### src/hdl/pfo_defs.svh
`ifndef PFO_DEFS_SVH
`define PFO_DEFS_SVH

// Register byte offsets on the APB slave
`define PFO_ADDR_FCR 8'h00
`define PFO_ADDR_FSR 8'h04
`define PFO_ADDR_ACK 8'h08
`define PFO_ADDR_OVR 8'h0c
`define PFO_ADDR_CFG 8'h10
`define PFO_ADDR_MAP 8'h14
`define PFO_ADDR_MOD 8'h18
`define PFO_ADDR_DUTY 8'h1c

// Field positions
`define PFO_ACK_DT_LSB 4
`define PFO_OVR_EN_BIT 6
`define PFO_CFG_EN_BIT 0
`define PFO_CFG_INDEP_BIT 1
`define PFO_CFG_LDFQ_LSB 2
`define PFO_CFG_CENTER_BIT 4

// Reset values
`define PFO_MAP_RST 8'hff
`define PFO_MOD_RST 16'h0100
`define PFO_DUTY_RST 16'h0080

// Timing: dead time in ns, clock period in ps, least time rounds up
`define PFO_DEAD_NS 100
`define PFO_CLK_PS 5000
`define PFO_DEAD_CYC ((`PFO_DEAD_NS * 1000 + `PFO_CLK_PS - 1) / `PFO_CLK_PS)

`endif

### src/hdl/pfo_pkg.sv
package pfo_pkg;
  typedef logic [15:0] pfo_cnt_t;
  typedef logic [7:0] pfo_dt_t;
  typedef logic [5:0] pfo_ch_t;
  typedef enum logic {PFO_UP, PFO_DOWN} pfo_dir_e;
endpackage : pfo_pkg

### src/hdl/pfo_pair_if.sv
`timescale 1ns/1ps
// One complementary pair between the control logic and its output stage
interface pfo_pair_if;
  logic cmpl;
  logic [1:0] req;
  logic sense;
  logic [1:0] out;
  logic [1:0] smp;
  modport ctrl (output cmpl, output req, output sense, input out, input smp);
  modport stage (input cmpl, input req, input sense, output out, output smp);
endinterface : pfo_pair_if

### src/hdl/pfo_top.sv
// Local design decisions: the placing of the registers and the APB slave port.
`timescale 1ns/1ps
`include "pfo_defs.svh"
// Overview of operation
// - Per-fault interrupt enable gates CPU interrupt request
// - Faults always disable mapped outputs, regardless
// - Per-fault mode bit: 1 automatic, 0 manual
// - Read-only bit shows present fault pin level
// - Event flag set within two cycles of rise
// - Writing one to acknowledge clears that flag
// - Acknowledge bits read zero; writing zero ignored
// - Six sense samples taken just before dead-time ends
// - Override feeds manual bits into output stage
// - Override never stops or resets the counter
// - Clearing override returns generator outputs at once
// - Manual pairing differs for complementary and independent
// - One counter tick per bus clock, no prescaler
// - Center-aligned cycle lasts twice the modulus
// - Edge-aligned cycle lasts one modulus
// - Parameters reload every 2^code cycles, code 01 two
// - Write-once eight-bit map selects outputs faults disable
// - Disabled module floats pins unless override set
module pfo_top (
  input wire logic CLK,
  input wire logic RST,
  input wire logic PSEL,
  input wire logic PENABLE,
  input wire logic PWRITE,
  input wire logic [7:0] PADDR,
  input wire logic [31:0] PWDATA,
  output logic [31:0] PRDATA,
  output logic PREADY,
  output logic PSLVERR,
  input wire logic [3:0] FAULT_IN,
  input wire logic [2:0] SENSE_IN,
  output pfo_pkg::pfo_ch_t PWM_OUT,
  output pfo_pkg::pfo_ch_t PWM_OE_N,
  output logic IRQ
);
  import pfo_pkg::*;

  // Known register offsets; anything else answers with an error
  function automatic logic reg_hit(input logic [7:0] a);
    reg_hit = (a == `PFO_ADDR_FCR) || (a == `PFO_ADDR_FSR) || (a == `PFO_ADDR_ACK) ||
              (a == `PFO_ADDR_OVR) || (a == `PFO_ADDR_CFG) || (a == `PFO_ADDR_MAP) ||
              (a == `PFO_ADDR_MOD) || (a == `PFO_ADDR_DUTY);
  endfunction : reg_hit

  // Reload mask: code n reloads every 2^n cycles
  function automatic logic [2:0] ld_mask(input logic [1:0] code);
    case (code)
      2'h0: ld_mask = 3'h0;
      2'h1: ld_mask = 3'h1;
      2'h2: ld_mask = 3'h3;
      default: ld_mask = 3'h7;
    endcase
  endfunction : ld_mask

  logic [3:0] flt_s1_q, flt_s2_q, flt_s3_q;
  logic [2:0] sns_s1_q, sns_s2_q;
  logic [3:0] flt_rise, ack_hit, flag_q, fdis_q, int_en, auto_sel;
  logic [7:0] fcr_q, map_q;
  logic map_done_q;
  logic [6:0] ovr_q;
  logic [4:0] cfg_q;
  pfo_cnt_t mod_q, duty_q, mod_act_q, duty_act_q, cnt_q;
  logic [1:0] ldfq_act_q;
  logic [2:0] ld_cnt_q;
  pfo_dir_e dir_q;
  logic [31:0] rdata;
  logic [31:0] prdata_q;
  logic setup, wr_en, gen_en, ovr_en, indep, center, boundary, gen_raw;
  pfo_ch_t gen_req, man_req, stage_req, stage_out, dt_smp, blocked;
  pfo_ch_t pwm_q, oe_n_q;

  // Pins cross into the clock domain through two flops before use
  always_ff @(posedge CLK) begin
    if (RST) begin
      flt_s1_q <= 4'h0;
      flt_s2_q <= 4'h0;
      flt_s3_q <= 4'h0;
      sns_s1_q <= 3'h0;
      sns_s2_q <= 3'h0;
    end else begin
      flt_s1_q <= FAULT_IN;
      flt_s2_q <= flt_s1_q;
      flt_s3_q <= flt_s2_q;
      sns_s1_q <= SENSE_IN;
      sns_s2_q <= sns_s1_q;
    end
  end

  // APB: zero-wait access, read data captured in the setup cycle
  assign setup = PSEL & ~PENABLE;
  assign wr_en = PSEL & PENABLE & PWRITE & reg_hit(PADDR);
  assign PREADY = 1'b1;
  assign PSLVERR = PSEL & PENABLE & ~reg_hit(PADDR);
  assign PRDATA = prdata_q;

  assign gen_en = cfg_q[`PFO_CFG_EN_BIT];
  assign indep = cfg_q[`PFO_CFG_INDEP_BIT];
  assign center = cfg_q[`PFO_CFG_CENTER_BIT];
  assign ovr_en = ovr_q[`PFO_OVR_EN_BIT];

  // Read mux; acknowledge bits always read as zero
  always_comb begin
    rdata = 32'h0000_0000;
    case (PADDR)
      `PFO_ADDR_FCR: rdata[7:0] = fcr_q;
      `PFO_ADDR_FSR: begin
        for (int i = 0; i < 4; i++) begin
          rdata[2*i+1] = flt_s2_q[i];
          rdata[2*i] = flag_q[i] | flt_rise[i];
        end
      end
      `PFO_ADDR_ACK: rdata[`PFO_ACK_DT_LSB +: 6] = dt_smp;
      `PFO_ADDR_OVR: rdata[6:0] = ovr_q;
      `PFO_ADDR_CFG: rdata[4:0] = cfg_q;
      `PFO_ADDR_MAP: rdata[7:0] = map_q;
      `PFO_ADDR_MOD: rdata[15:0] = mod_q;
      `PFO_ADDR_DUTY: rdata[15:0] = duty_q;
      default: rdata = 32'h0000_0000;
    endcase
  end

  always_ff @(posedge CLK) begin
    if (RST) begin
      prdata_q <= 32'h0000_0000;
    end else if (setup && !PWRITE) begin
      prdata_q <= rdata;
    end
  end

  // Control registers; FCR, OVR and CFG cleared on reset, MOD and DUTY loaded with their reset values
  always_ff @(posedge CLK) begin
    if (RST) begin
      fcr_q <= 8'h00;
      ovr_q <= 7'h00;
      cfg_q <= 5'h00;
      mod_q <= `PFO_MOD_RST;
      duty_q <= `PFO_DUTY_RST;
    end else if (wr_en) begin
      case (PADDR)
        `PFO_ADDR_FCR: fcr_q <= PWDATA[7:0];
        `PFO_ADDR_OVR: ovr_q <= PWDATA[6:0];
        `PFO_ADDR_CFG: cfg_q <= PWDATA[4:0];
        `PFO_ADDR_MOD: mod_q <= PWDATA[15:0];
        `PFO_ADDR_DUTY: duty_q <= PWDATA[15:0];
        default: ;
      endcase
    end
  end

  // Disable map takes only its first write until reset
  always_ff @(posedge CLK) begin
    if (RST) begin
      map_q <= `PFO_MAP_RST;
      map_done_q <= 1'b0;
    end else if (wr_en && PADDR == `PFO_ADDR_MAP && !map_done_q) begin
      map_q <= PWDATA[7:0];
      map_done_q <= 1'b1;
    end
  end

  // Per-fault event flag and output-disable latch
  genvar g;
  generate
    for (g = 0; g < 4; g++) begin : g_flt
      assign int_en[g] = fcr_q[2*g+1];
      assign auto_sel[g] = fcr_q[2*g];
      assign flt_rise[g] = flt_s2_q[g] & ~flt_s3_q[g];
      assign ack_hit[g] = wr_en && PADDR == `PFO_ADDR_ACK && PWDATA[g];

      // A rise in the acknowledge cycle keeps the flag set
      always_ff @(posedge CLK) begin
        if (RST) begin
          flag_q[g] <= 1'b0;
        end else if (flt_rise[g]) begin
          flag_q[g] <= 1'b1;
        end else if (ack_hit[g]) begin
          flag_q[g] <= 1'b0;
        end
      end

      // Pin high disables outputs whatever the interrupt enable says
      always_ff @(posedge CLK) begin
        if (RST) begin
          fdis_q[g] <= 1'b0;
        end else if (flt_s2_q[g]) begin
          fdis_q[g] <= 1'b1;
        end else if (auto_sel[g] ? boundary : !flag_q[g]) begin
          fdis_q[g] <= 1'b0;
        end
      end
    end
  endgenerate

  assign IRQ = |(flag_q & int_en);

  // Counter keeps running under override; only the enable stops it
  always_ff @(posedge CLK) begin
    if (RST || !gen_en) begin
      cnt_q <= 16'h0000;
      dir_q <= PFO_UP;
    end else if (!center) begin
      cnt_q <= boundary ? 16'h0000 : cnt_q + 16'h0001;
    end else begin
      case (dir_q)
        PFO_UP: begin
          cnt_q <= cnt_q + 16'h0001;
          if (cnt_q + 16'h0001 >= mod_act_q) begin
            dir_q <= PFO_DOWN;
          end
        end
        PFO_DOWN: begin
          cnt_q <= cnt_q - 16'h0001;
          if (boundary) begin
            dir_q <= PFO_UP;
          end
        end
        default: dir_q <= PFO_UP;
      endcase
    end
  end

  // One tick per clock, so the cycle end is a plain compare
  assign boundary = gen_en && (center ? (dir_q == PFO_DOWN && cnt_q <= 16'h0001)
                                      : (cnt_q + 16'h0001 >= mod_act_q));

  // Buffered values take effect on a reload boundary, or every cycle while the generator is disabled
  always_ff @(posedge CLK) begin
    if (RST) begin
      mod_act_q <= `PFO_MOD_RST;
      duty_act_q <= `PFO_DUTY_RST;
      ldfq_act_q <= 2'h0;
      ld_cnt_q <= 3'h0;
    end else if (!gen_en || (boundary && ld_cnt_q == ld_mask(ldfq_act_q))) begin
      mod_act_q <= mod_q;
      duty_act_q <= duty_q;
      ldfq_act_q <= cfg_q[`PFO_CFG_LDFQ_LSB +: 2];
      ld_cnt_q <= 3'h0;
    end else if (boundary) begin
      ld_cnt_q <= ld_cnt_q + 3'h1;
    end
  end

  // Generator and manual requests; override switch is combinational
  assign gen_raw = gen_en && (cnt_q < duty_act_q);
  generate
    for (g = 0; g < 3; g++) begin : g_req
      assign gen_req[2*g] = gen_raw;
      assign gen_req[2*g+1] = gen_en && (indep ? gen_raw : !gen_raw);
      assign man_req[2*g] = ovr_q[2*g];
      assign man_req[2*g+1] = ovr_q[2*g+1] & (indep | ~ovr_q[2*g]);
    end
  endgenerate
  assign stage_req = ovr_en ? man_req : gen_req;

  // Three dead-time stages, one per output pair
  pfo_pair_if pair_if [3] ();
  generate
    for (g = 0; g < 3; g++) begin : g_pair
      assign pair_if[g].cmpl = ~indep;
      assign pair_if[g].req = stage_req[2*g +: 2];
      assign pair_if[g].sense = sns_s2_q[g];
      assign stage_out[2*g +: 2] = pair_if[g].out;
      assign dt_smp[2*g +: 2] = pair_if[g].smp;
      pfo_pair_stage u_stage (
        .clk(CLK),
        .rst(RST),
        .pr(pair_if[g])
      );
    end
  endgenerate

  // Any latched fault forces the mapped outputs inactive
  assign blocked = map_q[5:0] & {6{|fdis_q}};

  // Pins float while disabled, except under manual override
  always_ff @(posedge CLK) begin
    if (RST) begin
      pwm_q <= 6'h00;
      oe_n_q <= 6'h3f;
    end else begin
      pwm_q <= stage_out & ~blocked;
      oe_n_q <= (gen_en || ovr_en) ? 6'h00 : 6'h3f;
    end
  end
  assign PWM_OUT = pwm_q;
  assign PWM_OE_N = oe_n_q;
endmodule : pfo_top

### src/hdl/pfo_pair_stage.sv
`timescale 1ns/1ps
`include "pfo_defs.svh"
// Dead-time stage for one output pair, with current-sense capture
module pfo_pair_stage (
  input wire logic clk,
  input wire logic rst,
  pfo_pair_if.stage pr
);
  import pfo_pkg::*;

  logic [1:0] out_q;
  logic [1:0] smp_q;
  pfo_dt_t cnt_q [2];
  pfo_dt_t lim;

  // Independent mode needs no gap between the pair
  assign lim = pr.cmpl ? pfo_dt_t'(`PFO_DEAD_CYC) : 8'h00;

  genvar k;
  generate
    for (k = 0; k < 2; k++) begin : g_ch
      logic partner_on;
      logic rise_now;
      assign partner_on = pr.cmpl & out_q[1-k];
      assign rise_now = pr.req[k] & ~out_q[k] & ~partner_on & (cnt_q[k] >= lim);

      // Output turns off at once, turns on only after the dead time
      always_ff @(posedge clk) begin
        if (rst || !pr.req[k] || partner_on) begin
          out_q[k] <= 1'b0;
          cnt_q[k] <= 8'h00;
        end else if (rise_now) begin
          out_q[k] <= 1'b1;
        end else if (!out_q[k]) begin
          cnt_q[k] <= cnt_q[k] + 8'h01;
        end
      end

      // Sense level taken in the last cycle of dead time
      always_ff @(posedge clk) begin
        if (rst) begin
          smp_q[k] <= 1'b0;
        end else if (rise_now) begin
          smp_q[k] <= pr.sense;
        end
      end
    end
  endgenerate

  assign pr.out = out_q;
  assign pr.smp = smp_q;
endmodule : pfo_pair_stage

### config.mk
export PLATFORM = sky130hd
export DESIGN_NAME = pfo_top
export DESIGN_NICKNAME = d
export VERILOG_FILES = /design/src/hdl/pfo_pkg.sv /design/src/hdl/pfo_pair_if.sv /design/src/hdl/pfo_top.sv /design/src/hdl/pfo_pair_stage.sv
export VERILOG_INCLUDE_DIRS = /design/src /design/src/hdl
export SDC_FILE = /design/constraint.sdc
export NUM_CORES = 1
export LEC_CHECK = 0
export BUFFER_PORTS_ARGS = -buffer_cell sky130_fd_sc_hd__buf_2
export CAP_MARGIN = 5
export CORE_MARGIN = 5
export CORE_UTILIZATION = 40
export DETAILED_ROUTE_END_ITERATION = 8
export SKIP_LAST_GASP = 1
export SYNTH_ARGS = -nofsm -noshare
export SYNTH_HDL_FRONTEND = slang
export SYNTH_SLANG_ARGS = --single-unit
### constraint.sdc
create_clock -name CLK -period 5.55 [get_ports CLK]
set_clock_uncertainty 0.05 [all_clocks]
set_input_delay 0.2775 -clock CLK [delete_from_list [all_inputs] [get_ports CLK]]
set_output_delay 0.2775 -clock CLK [all_outputs]
set_load 0.005 [all_outputs]
==> results of run 1 <==
==> area by class of cell <==
type / instances / area [um2]
clock buffers: 38 / 747
clock inverters: 5 / 26.3
flip-flops and latches: 224 / 4960
multi-input cells: 954 / 5690
well taps: 378 / 473
fillers: 2690 / 15000
repair buffers: 89 / 551
inverters: 62 / 233
==> state kept, by name, indices dropped and copies added, names as in the netlist, 5 cells and up <==
name / flops
mod_q: 16
g_pair.u_stage.cnt_q: 48
g_pair.u_stage.pr.smp: 6
map_q: 8
g_pair.u_stage.pr.out: 6
PWM_OUT: 6
mod_act_q: 16
PRDATA: 16
duty_q: 16
fcr_q: 8
cfg_q: 5
ovr_q: 7
cnt_q: 16
duty_act_q: 16
==> placed cells by master (no fill, tap or decap), types with 4 or more instances in the layout <==
cell           netlist  routed
and2_1              12      12
nor2b_1             28      28
and3b_1              5       5
and4_1               4       4
ha_1                59      59
dfxtp_1            176     176
nand4_1              7       7
xor2_1              28      28
dlygate4sd3_1        0      17
clkinv_2             0       4
and3_1              11      11
inv_1               60      60
o22ai_1              7       7
a32oi_1              6       6
a21oi_1             98      98
nand2_1            254     254
buf_2                6      64
edfxtp_1            48      48
or3b_2               6       6
conb_1               2      29
a222oi_1             5       5
nor3_1              25      25
a31oi_1              4       4
xnor2_1             24      24
a22oi_1             15      15
nor2_1             114     114
clkbuf_1            57       8
o211ai_1            15      15
buf_4               23       8
clkbuf_16            0      27
nand3_1             43      43
nand3b_1             9       9
a221oi_1             7       7
nor4_1              10      10
or4_1                4       4
a31o_2               5       5
mux2i_1             54      54
o21ai_0             28      28
==> metal layers <==
layer	wire (um)	track usage
met5	0	0
met4	734	0.0496
met3	1420	0.0266
met2	12500	0.277
met1	13500	0.258
==> worst max-delay path, stage by stage, from the launching register on <==
cell and delay, ns:
dfxtp_1 0.54, and4_2 0.36, nand3_1 0.09, nor2_1 0.29
and3_1 0.21, xor2_1 0.27, ha_1 0.30, nand2_1 0.06
o21ai_0 0.14, a21o_1 0.25, a21oi_4 0.69, buf_4 0.40
mux2i_1 0.22
==> worst paths after layout <==
check / slack [ns] / startpoint / end / depth (start not counted)
worst max-delay path: 1.59 / cnt_q[2]$_SDFF_PP0_ / mod_act_q[11]$_SDFFE_PP0P_ / 12
worst min-delay path: 0.04 / PWDATA[0] / mod_q[0]$_SDFFE_PP0P_ / 3
worst max register to register: 1.59 / cnt_q[2]$_SDFF_PP0_ / mod_act_q[11]$_SDFFE_PP0P_ / 12
worst min register to register: 0.39 / flt_s1_q[2]$_SDFF_PP0_ / flt_s2_q[2]$_SDFF_PP0_ / 1
==> Yosys cell counts, types with 5 or more instances <==
cell type  number
edfxtp_1       48
nand4_1         7
nand2_1       254
nor2b_1        28
nand3b_1        9
dfxtp_1       176
inv_1          60
and3_1         11
o22ai_1         7
ha_1           59
a31o_2          5
buf_4          23
nor2_1        114
o21ai_0        28
nor4_1         10
buf_2           6
mux2i_1        54
and2_1         12
or3b_2          6
a22oi_1        15
a222oi_1        5
a21oi_1        98
clkbuf_1       57
a221oi_1        7
and3b_1         5
nand3_1        43
xnor2_1        24
nor3_1         25
xor2_1         28
a32oi_1         6
o211ai_1       15
==> power groups by stage <==
stage	Combinational, mW	Clock, mW	Sequential [mW]
global route	0.121	1.67	1.68
floorplan	0.0659	0	1.71
global placement	0.0981	0	1.71
finish	0.109	1.56	1.68
CTS	0.108	1.59	1.68
detailed placement	0.0987	0	1.72
==> cells by family after synthesis <==
family / after synthesis
AOI/OAI and AO/OA: 211
DFF: 224
buffers and inverters: 151
xor gates and xnor gates: 52
and+or+nand+nor: 547
adders and majority gates: 59
other: 2
muxes: 56
==> through the flow <==
| stage | setup slack, ns | power [mW] | utilization | instances | cell area (um2) |
|---|---|---|---|---|---|
| floorplan | 2.43 | 1.78 | - | 1329 | 11300 |
| global placement | 1.67 | 1.81 | 0.424 | 1690 | 11700 |
| detailed placement | 1.62 | 1.81 | 0.424 | 1690 | 11700 |
| CTS | 1.58 | 3.38 | 0.458 | 1749 | 12700 |
| global route | 1.30 | 3.48 | 0.458 | 1750 | 12700 |
| finish | 1.59 | 3.35 | 0.458 | 1750 | 12700 |
==> impl_summary.log, run 1 <==
[metrics] run status: complete, no violations
[metrics] Chip Height: 177 um
[metrics] type of the setup path with the least slack: reg2reg
[metrics] switching part of the total: 0.214
[metrics] count of buffers added by post-CTS timing repair for setup: 0
[metrics] Routability Congestion: 0.845
[metrics] fraction of layout instances using a drive strength above 1: 0.0926
[metrics] antenna violations before repair: 0
[metrics] via count of the first global-routing pass: 8,642
[metrics] number of endpoints failing setup at the final stage: 0
[metrics] total detailed-routing wirelength: 28,100 um
[metrics] cell area after synthesis: 11,200 um2
[metrics] site row count: 61
[metrics] worst slew margin relative to its limit: 0.378
[metrics] number of distinct library cell variants in the gate-level netlist after synthesis: 63
[metrics] Comb power frac: 0.033
[metrics] Total Die Area: 31,500 um2
[metrics] arithmetic-cell share of the synthesized area counting full adders, half adders and majority gates: 0.0658
[metrics] cell types with the largest area share after synthesis: dfxtp_1, edfxtp_1, nand2_1
[metrics] count of nets left with antenna violations after detail routing: 0
[metrics] I/O Buffers: 65
[metrics] Antenna diodes: 0
[metrics] drc violations: 0
[metrics] worst-case vdd ir drop: 0.000212 V
[metrics] fin crit period: 3.96 ns
[metrics] Critical Path Sink Type: register
[metrics] wire length of the first global-routing pass: 46,100 um
[metrics] Worst Hold Slack: 0.0419 ns
[metrics] first-pass iteration count of the detailed router: 7
[metrics] share of synthesized registers carrying an async set or reset: 0
[metrics] required time of the worst setup path: 5.95 ns
[metrics] pin count of the biggest net entering global routing: 78
[metrics] via-per-instance ratio: 5.17
[metrics] per-instance average area after synthesis: 8.61 um2
[metrics] number of instances in the synthesized netlist: 1,302
[metrics] Iteration-0 DRC Markers: 637
[metrics] clock slew at the register clock pins of the worst setup and hold paths: 0.06 ns
[metrics] sequential group share of total power: 0.502
[metrics] Sink Count: 224
[metrics] hold-fix buffers at CTS: 16
[metrics] GR Util All Layers: 0.178
[metrics] effective utilization at floorplan: 0.405
[metrics] launching element type of the critical path: register
[metrics] main combinational cell family by area after synthesis: simple AND/OR/NAND/NOR gates
[metrics] part of the power in the clock network: 0.465
[metrics] Yosys top cell by area: dfxtp_1
[metrics] post-synthesis register bit count: 224
[metrics] later-pin clock latency in the skew report: 0.52 ns
[metrics] Worst Path Max Fanout: 20
[metrics] transition time at the pin with the least slew margin: 0.933 ns
[metrics] layout overhead on the synthesized area: 13.1%
[metrics] IO Count: 99
[metrics] fin nets: 1,468
[metrics] clock tree from TritonCTS: built
[metrics] final max-slew violation count: 0
[metrics] count of vias placed by the detailed router: 9,039
[metrics] final worst-path cycle share: 0.713
[metrics] number of clock buffers inserted by TritonCTS: 26
[metrics] Synth top area share: 0.314
[metrics] fraction of the yosys area taken by sequential cells: 0.443
[metrics] H-tree level count: 1
[metrics] number of enable-type register cells in the synthesized netlist: 48
[metrics] net switching power figure: 0.715 mW
[metrics] horizontal die dimension: 177 um
[metrics] CP arrival: 4.35 ns
[metrics] main flop type after synthesis: dfxtp_1
[metrics] fraction of synthesized cell area in xor and xnor cells: 0.0406
[metrics] multiplexer share of the synthesized area: 0.0502
[metrics] count of final hold-check violations: 0
[metrics] power density relative to cell area: 264 nW/um2
[metrics] Resized cells post-CTS: 0
[metrics] overall overflow remaining after global route: 0
[metrics] worst min path class: in2reg
[metrics] master cell of the clock root buffer: clkbuf_16
[metrics] routed wirelength normalized by instance count: 16.1 um
[metrics] leakage power: 4.79 nW
[metrics] CTS Buffer Depth: 3
[metrics] Syn. warnings: 0
[metrics] simple-gate portion of the synthesized area: 0.224
[metrics] Total Neg Setup Slack: 0 ns
[metrics] post-synthesis compound-gate area fraction: 0.116
[metrics] Max Cap Viol: 0
[metrics] HPWL after detailed placement: 20,000 um
[metrics] Pint: 2.63 mW
[metrics] setup repair after global routing missed its margin: false
[metrics] peak clock frequency supported by timing: 0.253 GHz
[metrics] placeable core area: 27,700 um2
No activity file was read; power rests on OpenSTA's default activity.
==> inputs of run 2 (changes only) <==
ABC_AREA = 1   (was default)
clock period = 3.45 ns   (was 5.55 ns; I/O delays follow)
==> run 2 against run 1 <==
  * The flow now finishes with violations (setup timing)
  * First-iteration DRC count increased by 11%
  * Non-clock buffer count grew 59
  * Synthesized area is 2.8% higher
  * Sequential power increased by 61%
  * Cell count grew 16%
  * Sequential share of layout area fell by 3.5 points
  * Largest power group is now clock
  * Cell area rose by 10%
  * Utilization up 3.1 points
  * Total power increased by 70%
==> impl_summary.log, run 2 <==
[metrics] horizontal die dimension: 180 um (was 177 um)
[metrics] endpoint of the worst register-to-register path: mod_act_q[6]$_SDFFE_PP0P_ (was mod_act_q[11]$_SDFFE_PP0P_)
[metrics] worst slack after detailed placement: -0.0106 ns (was 1.62 ns)
[metrics] required time of the worst setup path: 3.82 ns (was 5.95 ns)
[metrics] Pwr Total: 5.69 mW (was 3.35 mW)
[metrics] GR Util All Layers: 0.179 (was 0.178)
[metrics] cell types with the largest area share after synthesis: dfxtp_1, edfxtp_1, nand2_1 (unchanged)
[metrics] worst-path cell chain: ha_4 > nand2_4 > nor2_4 > nand3_4 > nor2_4 > nand3_2 > nor2_2 > nand4_1 > xor2_2 > ha_1 > nand2_2 > inv_2 > nand3_2 > nor3_2 > buf_4 > nand2_2 > nand4_1 > buf_6 > buf_12 > nand3_4 > buf_6 > a21oi_1 > nor2_1 (was and4_2 > nand3_1 > nor2_1 > and3_1 > xor2_1 > ha_1 > nand2_1 > o21ai_0 > a21o_1 > a21oi_4 > buf_4 > mux2i_1)
[metrics] Top delay family on crit path: simple AND/OR/NAND/NOR gates (was compound AO/OA/AOI/OAI gates)
[metrics] number of clock buffers inserted by TritonCTS: 26 (unchanged)
[metrics] Routability Congestion: 0.864 (was 0.845)
[metrics] Most flops, register: g_pair.u_stage.cnt_q (unchanged)
[metrics] first-pass iteration count of the detailed router: 5 (was 7)
[metrics] per-instance average area after synthesis: 7.71 um2 (was 8.61 um2)
[metrics] Worst Path Max Fanout: 11 (was 20)
[metrics] peak clock frequency supported by timing: 0.287 GHz (was 0.253 GHz)
[metrics] final worst-path cycle share: 1.01 (was 0.713)
[metrics] violated checks: setup timing
[metrics] site row count: 62 (was 61)
[metrics] startpoint of the lowest-slack register-to-register path: cnt_q[1]$_SDFF_PP0_ (was cnt_q[2]$_SDFF_PP0_)
[metrics] number of distinct library cell variants in the gate-level netlist after synthesis: 49 (was 63)
[metrics] Crit path largest cell delay: 0.35 ns (was 0.69 ns)
[metrics] clock slew at the register clock pins of the worst setup and hold paths: 0.06 ns (about the same)
[metrics] Yosys top cell by area: dfxtp_1 (unchanged)
[metrics] Antenna diodes: 0 (unchanged)
[metrics] count of nets left with antenna violations after detail routing: 0 (unchanged)
[metrics] via count of the first global-routing pass: 9,674 (was 8,642)
[metrics] Worst path slowest cell: dfxtp_2 (was a21oi_4)
[metrics] Max Cap Viol: 0 (unchanged)
[metrics] Worst Hold Slack: 0.0538 ns (was 0.0419 ns)
[metrics] post-synthesis register bit count: 224 (unchanged)
[metrics] cell area after synthesis: 11,500 um2 (was 11,200 um2)
[metrics] number of buffers and inverters on the critical path: 5 (was 1)
[metrics] fraction of layout instances using a drive strength above 1: 0.163 (was 0.0926)
[metrics] Critical Path Sink Type: register (unchanged)
[metrics] power density relative to cell area: 408 nW/um2 (was 264 nW/um2)
[metrics] Total Neg Setup Slack: -0.219 ns (was 0 ns)
[metrics] via-per-instance ratio: 5.01 (was 5.17)
[metrics] H-tree level count: 1 (unchanged)
[metrics] CP arrival: 3.85 ns (was 4.35 ns)
[metrics] later-pin clock latency in the skew report: 0.53 ns (was 0.52 ns)
[metrics] post-layout worst setup margin: -0.0285 ns (was 1.59 ns)
[metrics] run status: finished, violations left (was complete, no violations)
[metrics] routed wirelength normalized by instance count: 15.4 um (was 16.1 um)
[metrics] share of synthesized registers carrying an async set or reset: 0 (unchanged)
[metrics] CTS Buffer Depth: 3 (unchanged)
[metrics] leakage power: 6.03 nW (was 4.79 nW)
[metrics] number of instances in the synthesized netlist: 1,495 (was 1,302)
[metrics] number of flip-flops in the largest register: 48 (unchanged)
[metrics] worst-case register-to-register setup slack: -0.03 ns (was 1.59 ns)
[metrics] FILL cells: 2,845 (was 2,690)
[metrics] placeable core area: 28,500 um2 (was 27,700 um2)
[metrics] highest-count cells in the layout ignoring fill and taps: inv_1, nand2_1, dfxtp_1 (was nand2_1, dfxtp_1, nor2_1)
[metrics] layout overhead on the synthesized area: 21.0% (was 13.1%)
[metrics] main flop type after synthesis: dfxtp_1 (unchanged)
[metrics] Sink Count: 224 (unchanged)
[metrics] Synth top area share: 0.306 (was 0.314)
[metrics] antenna violations before repair: 0 (unchanged)
[metrics] HPWL after detailed placement: 21,500 um (was 20,000 um)
[metrics] wire length of the first global-routing pass: 48,700 um (was 46,100 um)
[metrics] master cell of the clock root buffer: clkbuf_16 (unchanged)
[metrics] Chip Height: 180 um (was 177 um)
[metrics] Syn. warnings: 0 (unchanged)
[metrics] count of final hold-check violations: 0 (unchanged)
[metrics] worst min path class: in2reg (unchanged)
[metrics] number of endpoints failing setup at the final stage: 21 (was 0)
[metrics] fraction of the yosys area taken by sequential cells: 0.431 (was 0.443)
[metrics] transition time at the pin with the least slew margin: 0.840 ns (was 0.933 ns)
[metrics] setup repair after global routing missed its margin: true (was false)
[metrics] pin count of the biggest net entering global routing: 74 (was 78)
[metrics] final max-slew violation count: 0 (unchanged)
[metrics] worst slew margin relative to its limit: 0.440 (was 0.378)
[metrics] overall overflow remaining after global route: 0 (unchanged)
[metrics] fin nets: 1,733 (was 1,468)
[metrics] Worst Hold End: flag_q[1]$_SDFFE_PP0P_ (was mod_q[0]$_SDFFE_PP0P_)
[metrics] Total Die Area: 32,300 um2 (was 31,500 um2)
[metrics] drc violations: 0 (unchanged)
[metrics] IO Count: 99 (unchanged)
[metrics] fin crit period: 3.48 ns (was 3.96 ns)
[metrics] number of enable-type register cells in the synthesized netlist: 48 (unchanged)
[metrics] launching element type of the critical path: register (unchanged)
[metrics] worst hold path cell count: 6 (was 3)
[metrics] Iteration-0 DRC Markers: 707 (was 637)
[metrics] type of the setup path with the least slack: reg2reg (unchanged)
[metrics] I/O Buffers: 65 (unchanged)
[metrics] top-count cell post-synth: nand2_1 (unchanged)
[metrics] worst-case reg-to-reg path depth: 23 (was 12)
[metrics] clock tree from TritonCTS: built (unchanged)
[metrics] worst-case vdd ir drop: 0.000367 V (was 0.000212 V)
[metrics] top post-synthesis cells by count: nand2_1, inv_1, dfxtp_1, nor2_1, a21oi_1 (was nand2_1, dfxtp_1, nor2_1, a21oi_1, inv_1)
[metrics] effective utilization at floorplan: 0.404 (was 0.405)
[metrics] most common cell after layout, fill and taps aside: inv_1 (was nand2_1)
[metrics] count of vias placed by the detailed router: 10,100 (was 9,039)
[metrics] Hold Path Origin: PWRITE (was PWDATA[0])
[metrics] total detailed-routing wirelength: 31,200 um (was 28,100 um)
run 2: where the power goes:
part	total (mW)	internal [mW]	switching, mW	leakage [nW]
Clock	2.81	1.73	1.09	0.447
Combinational	0.176	0.0665	0.109	3.58
Sequential	2.70	2.69	0.0101	2.00
Total	5.69	4.48	1.20	6.03
run 2: per-stage QoR:
step / cell area, um2 / util / instances
5_1_grt: 14000 / 0.489 / 2026
2_1_floorplan: 11600 / - / 1522
3_3_place_gp: 12400 / 0.433 / 1940
4_1_cts: 13500 / 0.473 / 2011
6_report: 14000 / 0.489 / 2026
3_5_place_dp: 12400 / 0.433 / 1940
run 2: repair_timing:
item / CTS / global route
hold endpoints to repair: 48 / 0
setup endpoints to repair: 17 / 57
pin swaps: 0 / 18
gates cloned: 0 / 10
resized for setup: 2 / 58
buffers inserted: 0 / 5
hold buffers: 23 / 0
run 2: layer usage:
layer,track usage,routed length (um)
met1,0.235,13500
met2,0.303,15100
met3,0.0245,1550
met4,0.0610,1030
met5,0,0
run 2: how the worst max path moves through the flow:
stage / start / to / slack, ns / cells after the start
floorplan: cnt_q[0]$_SDFF_PP0_ / duty_act_q[0]$_SDFFE_PP0P_ / 0.40 / 21
finish: cnt_q[1]$_SDFF_PP0_ / mod_act_q[6]$_SDFFE_PP0P_ / -0.03 / 23
global route: cnt_q[1]$_SDFF_PP0_ / mod_act_q[14]$_SDFFE_PP0P_ / -0.25 / 23
CTS: cnt_q[0]$_SDFF_PP0_ / duty_act_q[10]$_SDFFE_PP0P_ / 0.03 / 22
detailed placement: cnt_q[0]$_SDFF_PP0_ / duty_act_q[3]$_SDFFE_PP0P_ / -0.01 / 22
global placement: cnt_q[0]$_SDFF_PP0_ / duty_act_q[2]$_SDFFE_PP0P_ / 0.11 / 22
run 2: layout make-up:
cell class              instances  area, um2  share of cell area
multi-input cells             987       5570               0.399
flip-flops and latches        224       4970               0.356
repair buffers                148       1170              0.0836
inverters                     235        882              0.0632
clock buffers                  37        785              0.0562
well taps                     384        480              0.0344
clock inverters                11        105             0.00753
run 2: logic make-up (layout without fill, tap and decap cells):
family / Yosys count / after routing / share of synthesized area
AND/OR/NAND/NOR: 562 / 563 / 0.215
buffers and inverters: 312 / 431 / 0.114
AO/OA/AOI/OAI: 301 / 301 / 0.149
flip-flops: 224 / 224 / 0.431
adder cells (fa/ha/maj): 59 / 59 / 0.0640
XOR/XNOR: 35 / 35 / 0.0272
other: 2 / 29 / 0.000651
run 2: worst register-to-register path, cell delays in order, from the launching register on:
cell and delay [ns]:
dfxtp_2 0.35, ha_4 0.15, nand2_4 0.05, nor2_4 0.15
nand3_4 0.10, nor2_4 0.13, nand3_2 0.09, nor2_2 0.15
nand4_1 0.14, xor2_2 0.22, ha_1 0.30, nand2_2 0.07
inv_2 0.05, nand3_2 0.07, nor3_2 0.17, buf_4 0.15
nand2_2 0.05, nand4_1 0.14, buf_6 0.14, buf_12 0.10
nand3_4 0.12, buf_6 0.22, a21oi_1 0.14, nor2_1 0.06
==> inputs of run 3 (changes only) <==
==> constraint.sdc (replaced) <==
create_clock -name CLK -period 3.45 [get_ports CLK]
set_clock_uncertainty 0.05 [all_clocks]
set_input_delay 0.345 -clock CLK [delete_from_list [all_inputs] [get_ports CLK]]
set_output_delay 0.345 -clock CLK [all_outputs]
set_load 0.005 [all_outputs]
==> run 3 against run 2 <==
  * The run now ends clean
  * Global-route usage decreased by 0.29 points
  * Combinational power down 8%
  * Cell count is 0.59% lower
  * Sequential share of layout area increased by 0.44 points
  * Utilization shrank 0.59 points
  * Non-clock buffer count shrank 11
  * Fmax grew 1.7%
  * Cell area down 1.2%
  * Largest power group unchanged
==> impl_summary.log, run 3 (synthesis gave the netlist of run 2 again) <==
[metrics] clock tree from TritonCTS: built (unchanged)
[metrics] fraction of layout instances using a drive strength above 1: 0.161 (was 0.163)
[metrics] highest-count cells in the layout ignoring fill and taps: inv_1, nand2_1, dfxtp_1 (unchanged)
[metrics] antenna violations before repair: 0 (unchanged)
[metrics] run status: complete, no violations (was finished, violations left)
[metrics] HPWL after detailed placement: 21,100 um (was 21,500 um)
[metrics] layout overhead on the synthesized area: 19.5% (was 21.0%)
[metrics] IO Count: 99 (unchanged)
[metrics] site row count: 62 (unchanged)
[metrics] Chip Height: 180 um (unchanged)
[metrics] number of endpoints failing setup at the final stage: 0 (was 21)
[metrics] horizontal die dimension: 180 um (unchanged)
[metrics] wire length of the first global-routing pass: 48,000 um (was 48,700 um)
[metrics] via count of the first global-routing pass: 9,469 (was 9,674)
[metrics] leakage power: 5.93 nW (was 6.03 nW)
[metrics] most repeated library cell on the critical path: nand3_2
[metrics] final max-slew violation count: 0 (unchanged)
[metrics] fin nets: 1,722 (was 1,733)
[metrics] Sink Count: 224 (unchanged)
[metrics] final worst-path cycle share: 0.991 (was 1.01)
[metrics] worst-path cell chain: ha_4 > nand2_4 > nor2_4 > nand3_4 > nor2_4 > nand3_2 > nor2_2 > nand4_1 > xor2_1 > ha_1 > nand2_1 > inv_1 > nand3_2 > nor3_2 > buf_4 > nand3_2 > nand4_1 > buf_6 > nand3_4 > buf_8 > a21oi_2 > nor2_1 (was ha_4 > nand2_4 > nor2_4 > nand3_4 > nor2_4 > nand3_2 > nor2_2 > nand4_1 > xor2_2 > ha_1 > nand2_2 > inv_2 > nand3_2 > nor3_2 > buf_4 > nand2_2 > nand4_1 > buf_6 > buf_12 > nand3_4 > buf_6 > a21oi_1 > nor2_1)
[metrics] Most flops, register: g_pair.u_stage.cnt_q (unchanged)
[metrics] worst min path class: in2reg (unchanged)
[metrics] peak clock frequency supported by timing: 0.292 GHz (was 0.287 GHz)
[metrics] transition time at the pin with the least slew margin: 1.17 ns (was 0.840 ns)
[metrics] clock slew at the register clock pins of the worst setup and hold paths: 0.06 ns (about the same)
[metrics] first-pass iteration count of the detailed router: 5 (unchanged)
[metrics] CP arrival: 3.79 ns (was 3.85 ns)
[metrics] Crit path largest cell delay: 0.36 ns (was 0.35 ns)
[metrics] overall overflow remaining after global route: 0 (unchanged)
[metrics] placeable core area: 28,500 um2 (unchanged)
[metrics] later-pin clock latency in the skew report: 0.55 ns (was 0.53 ns)
[metrics] final design instance area without fill: 13,800 um2 (was 14,000 um2)
[metrics] Iteration-0 DRC Markers: 699 (was 707)
[metrics] Worst Path Max Fanout: 12 (was 11)
[metrics] master cell of the clock root buffer: clkbuf_16 (unchanged)
[metrics] worst-case vdd ir drop: 0.000362 V (was 0.000367 V)
[metrics] Max Cap Viol: 0 (unchanged)
[metrics] type of the setup path with the least slack: reg2reg (unchanged)
[metrics] power density relative to cell area: 407 nW/um2 (was 408 nW/um2)
[metrics] Worst path slowest cell: dfxtp_2 (unchanged)
[metrics] Routability Congestion: 0.861 (was 0.864)
[metrics] number of clock buffers inserted by TritonCTS: 26 (unchanged)
[metrics] routed wirelength normalized by instance count: 15.3 um (was 15.4 um)
[metrics] effective utilization at floorplan: 0.404 (unchanged)
[metrics] H-tree level count: 1 (unchanged)
[metrics] DP Area: 12,400 um2 (about the same)
[metrics] Total Die Area: 32,300 um2 (unchanged)
[metrics] worst slew margin relative to its limit: 0.214 (was 0.440)
[metrics] most common cell after layout, fill and taps aside: inv_1 (unchanged)
[metrics] CTS Buffer Depth: 3 (unchanged)
[metrics] number of flip-flops in the largest register: 48 (unchanged)
[metrics] Antenna diodes: 0 (unchanged)
[metrics] Pwr Total: 5.60 mW (was 5.69 mW)
[metrics] GR Util All Layers: 0.176 (was 0.179)
[metrics] via-per-instance ratio: 5.01 (about the same)
[metrics] pin count of the biggest net entering global routing: 73 (was 74)
[metrics] total detailed-routing wirelength: 30,700 um (was 31,200 um)
[metrics] count of vias placed by the detailed router: 10,100 (about the same)
[metrics] setup repair after global routing missed its margin: true (unchanged)
[metrics] count of final hold-check violations: 0 (unchanged)
[metrics] count of nets left with antenna violations after detail routing: 0 (unchanged)
[metrics] I/O Buffers: 65 (unchanged)
[metrics] launching element type of the critical path: register (unchanged)
[metrics] required time of the worst setup path: 3.82 ns (about the same)
[metrics] drc violations: 0 (unchanged)
[metrics] fin crit period: 3.42 ns (was 3.48 ns)
[metrics] Critical Path Sink Type: register (unchanged)
==> run 3: worst paths after layout <==
kind,start,end,slack [ns],cells past startpoint
worst min register to register,flt_s1_q[2]$_SDFF_PP0_,flt_s2_q[2]$_SDFF_PP0_,0.35,2
worst min-delay path,PWDATA[10],mod_q[10]$_SDFFE_PP0P_,0.06,3
worst max register to register,cnt_q[0]$_SDFF_PP0_,duty_act_q[0]$_SDFFE_PP0P_,0.03,22
worst max-delay path,cnt_q[0]$_SDFF_PP0_,duty_act_q[0]$_SDFFE_PP0P_,0.03,22
==> run 3: area by class of cell <==
type,count,area [um2]
Fill cell,2835,14800
Multi-Input combinational cell,987,5570
Sequential cell,224,4970
Timing Repair Buffer,137,1020
Inverter,235,882
Clock buffer,44,830
Tap cell,384,480
Clock inverter,3,40.0
==> run 3: metrics by stage <==
| step | util | setup WS [ns] | TNS (ns) | hold WS [ns] | cells |
|---|---|---|---|---|---|
| floorplan | - | 0.397 | 0 | 0.338 | 1522 |
| global placement | 0.435 | 0.0249 | 0 | 0.339 | 1944 |
| detailed placement | 0.435 | 0.00764 | 0 | 0.343 | 1944 |
| CTS | 0.468 | 0.00472 | 0 | 0.0332 | 1998 |
| global route | 0.483 | -0.187 | -5.12 | 0.0481 | 2014 |
| finish | 0.483 | 0.0297 | 0 | 0.0559 | 2014 |
==> run 3: layer usage <==
metal | share of wire | global-route usage
met1 | 0.45 | 0.231
met3 | 0.042 | 0.0220
met4 | 0.023 | 0.0433
met2 | 0.49 | 0.309
met5 | 0 | 0
==> run 3: timing repair <==
item / 4_1_cts / 5_1_grt
hold buffers: 7 / 0
cloned: 0 / 8
endpoints found under the setup margin: 6 / 57
pin swaps: 0 / 21
gates resized for setup: 1 / 48
hold endpoints to repair: 7 / 0
buffers inserted: 0 / 8
==> run 3: worst max-delay path, delay by kind of cell, from the launching register on <==
| family | cells | cell delay (ns) |
|---|---|---|
| adders and majority gates | 2 | 0.45 |
| AOI/OAI and AO/OA | 1 | 0.15 |
| xor gates and xnor gates | 1 | 0.18 |
| DFF | 1 | 0.36 |
| and+or+nand+nor | 14 | 1.52 |
| buffers and inverters | 4 | 0.59 |
==> run 3: power by group <==
| group | total (mW) | switching [mW] | internal, mW |
|---|---|---|---|
| Clock | 2.74 | 1.11 | 1.63 |
| Sequential | 2.70 | 0.00958 | 2.69 |
| Combinational | 0.162 | 0.107 | 0.0547 |
| Total | 5.60 | 1.22 | 4.38 |
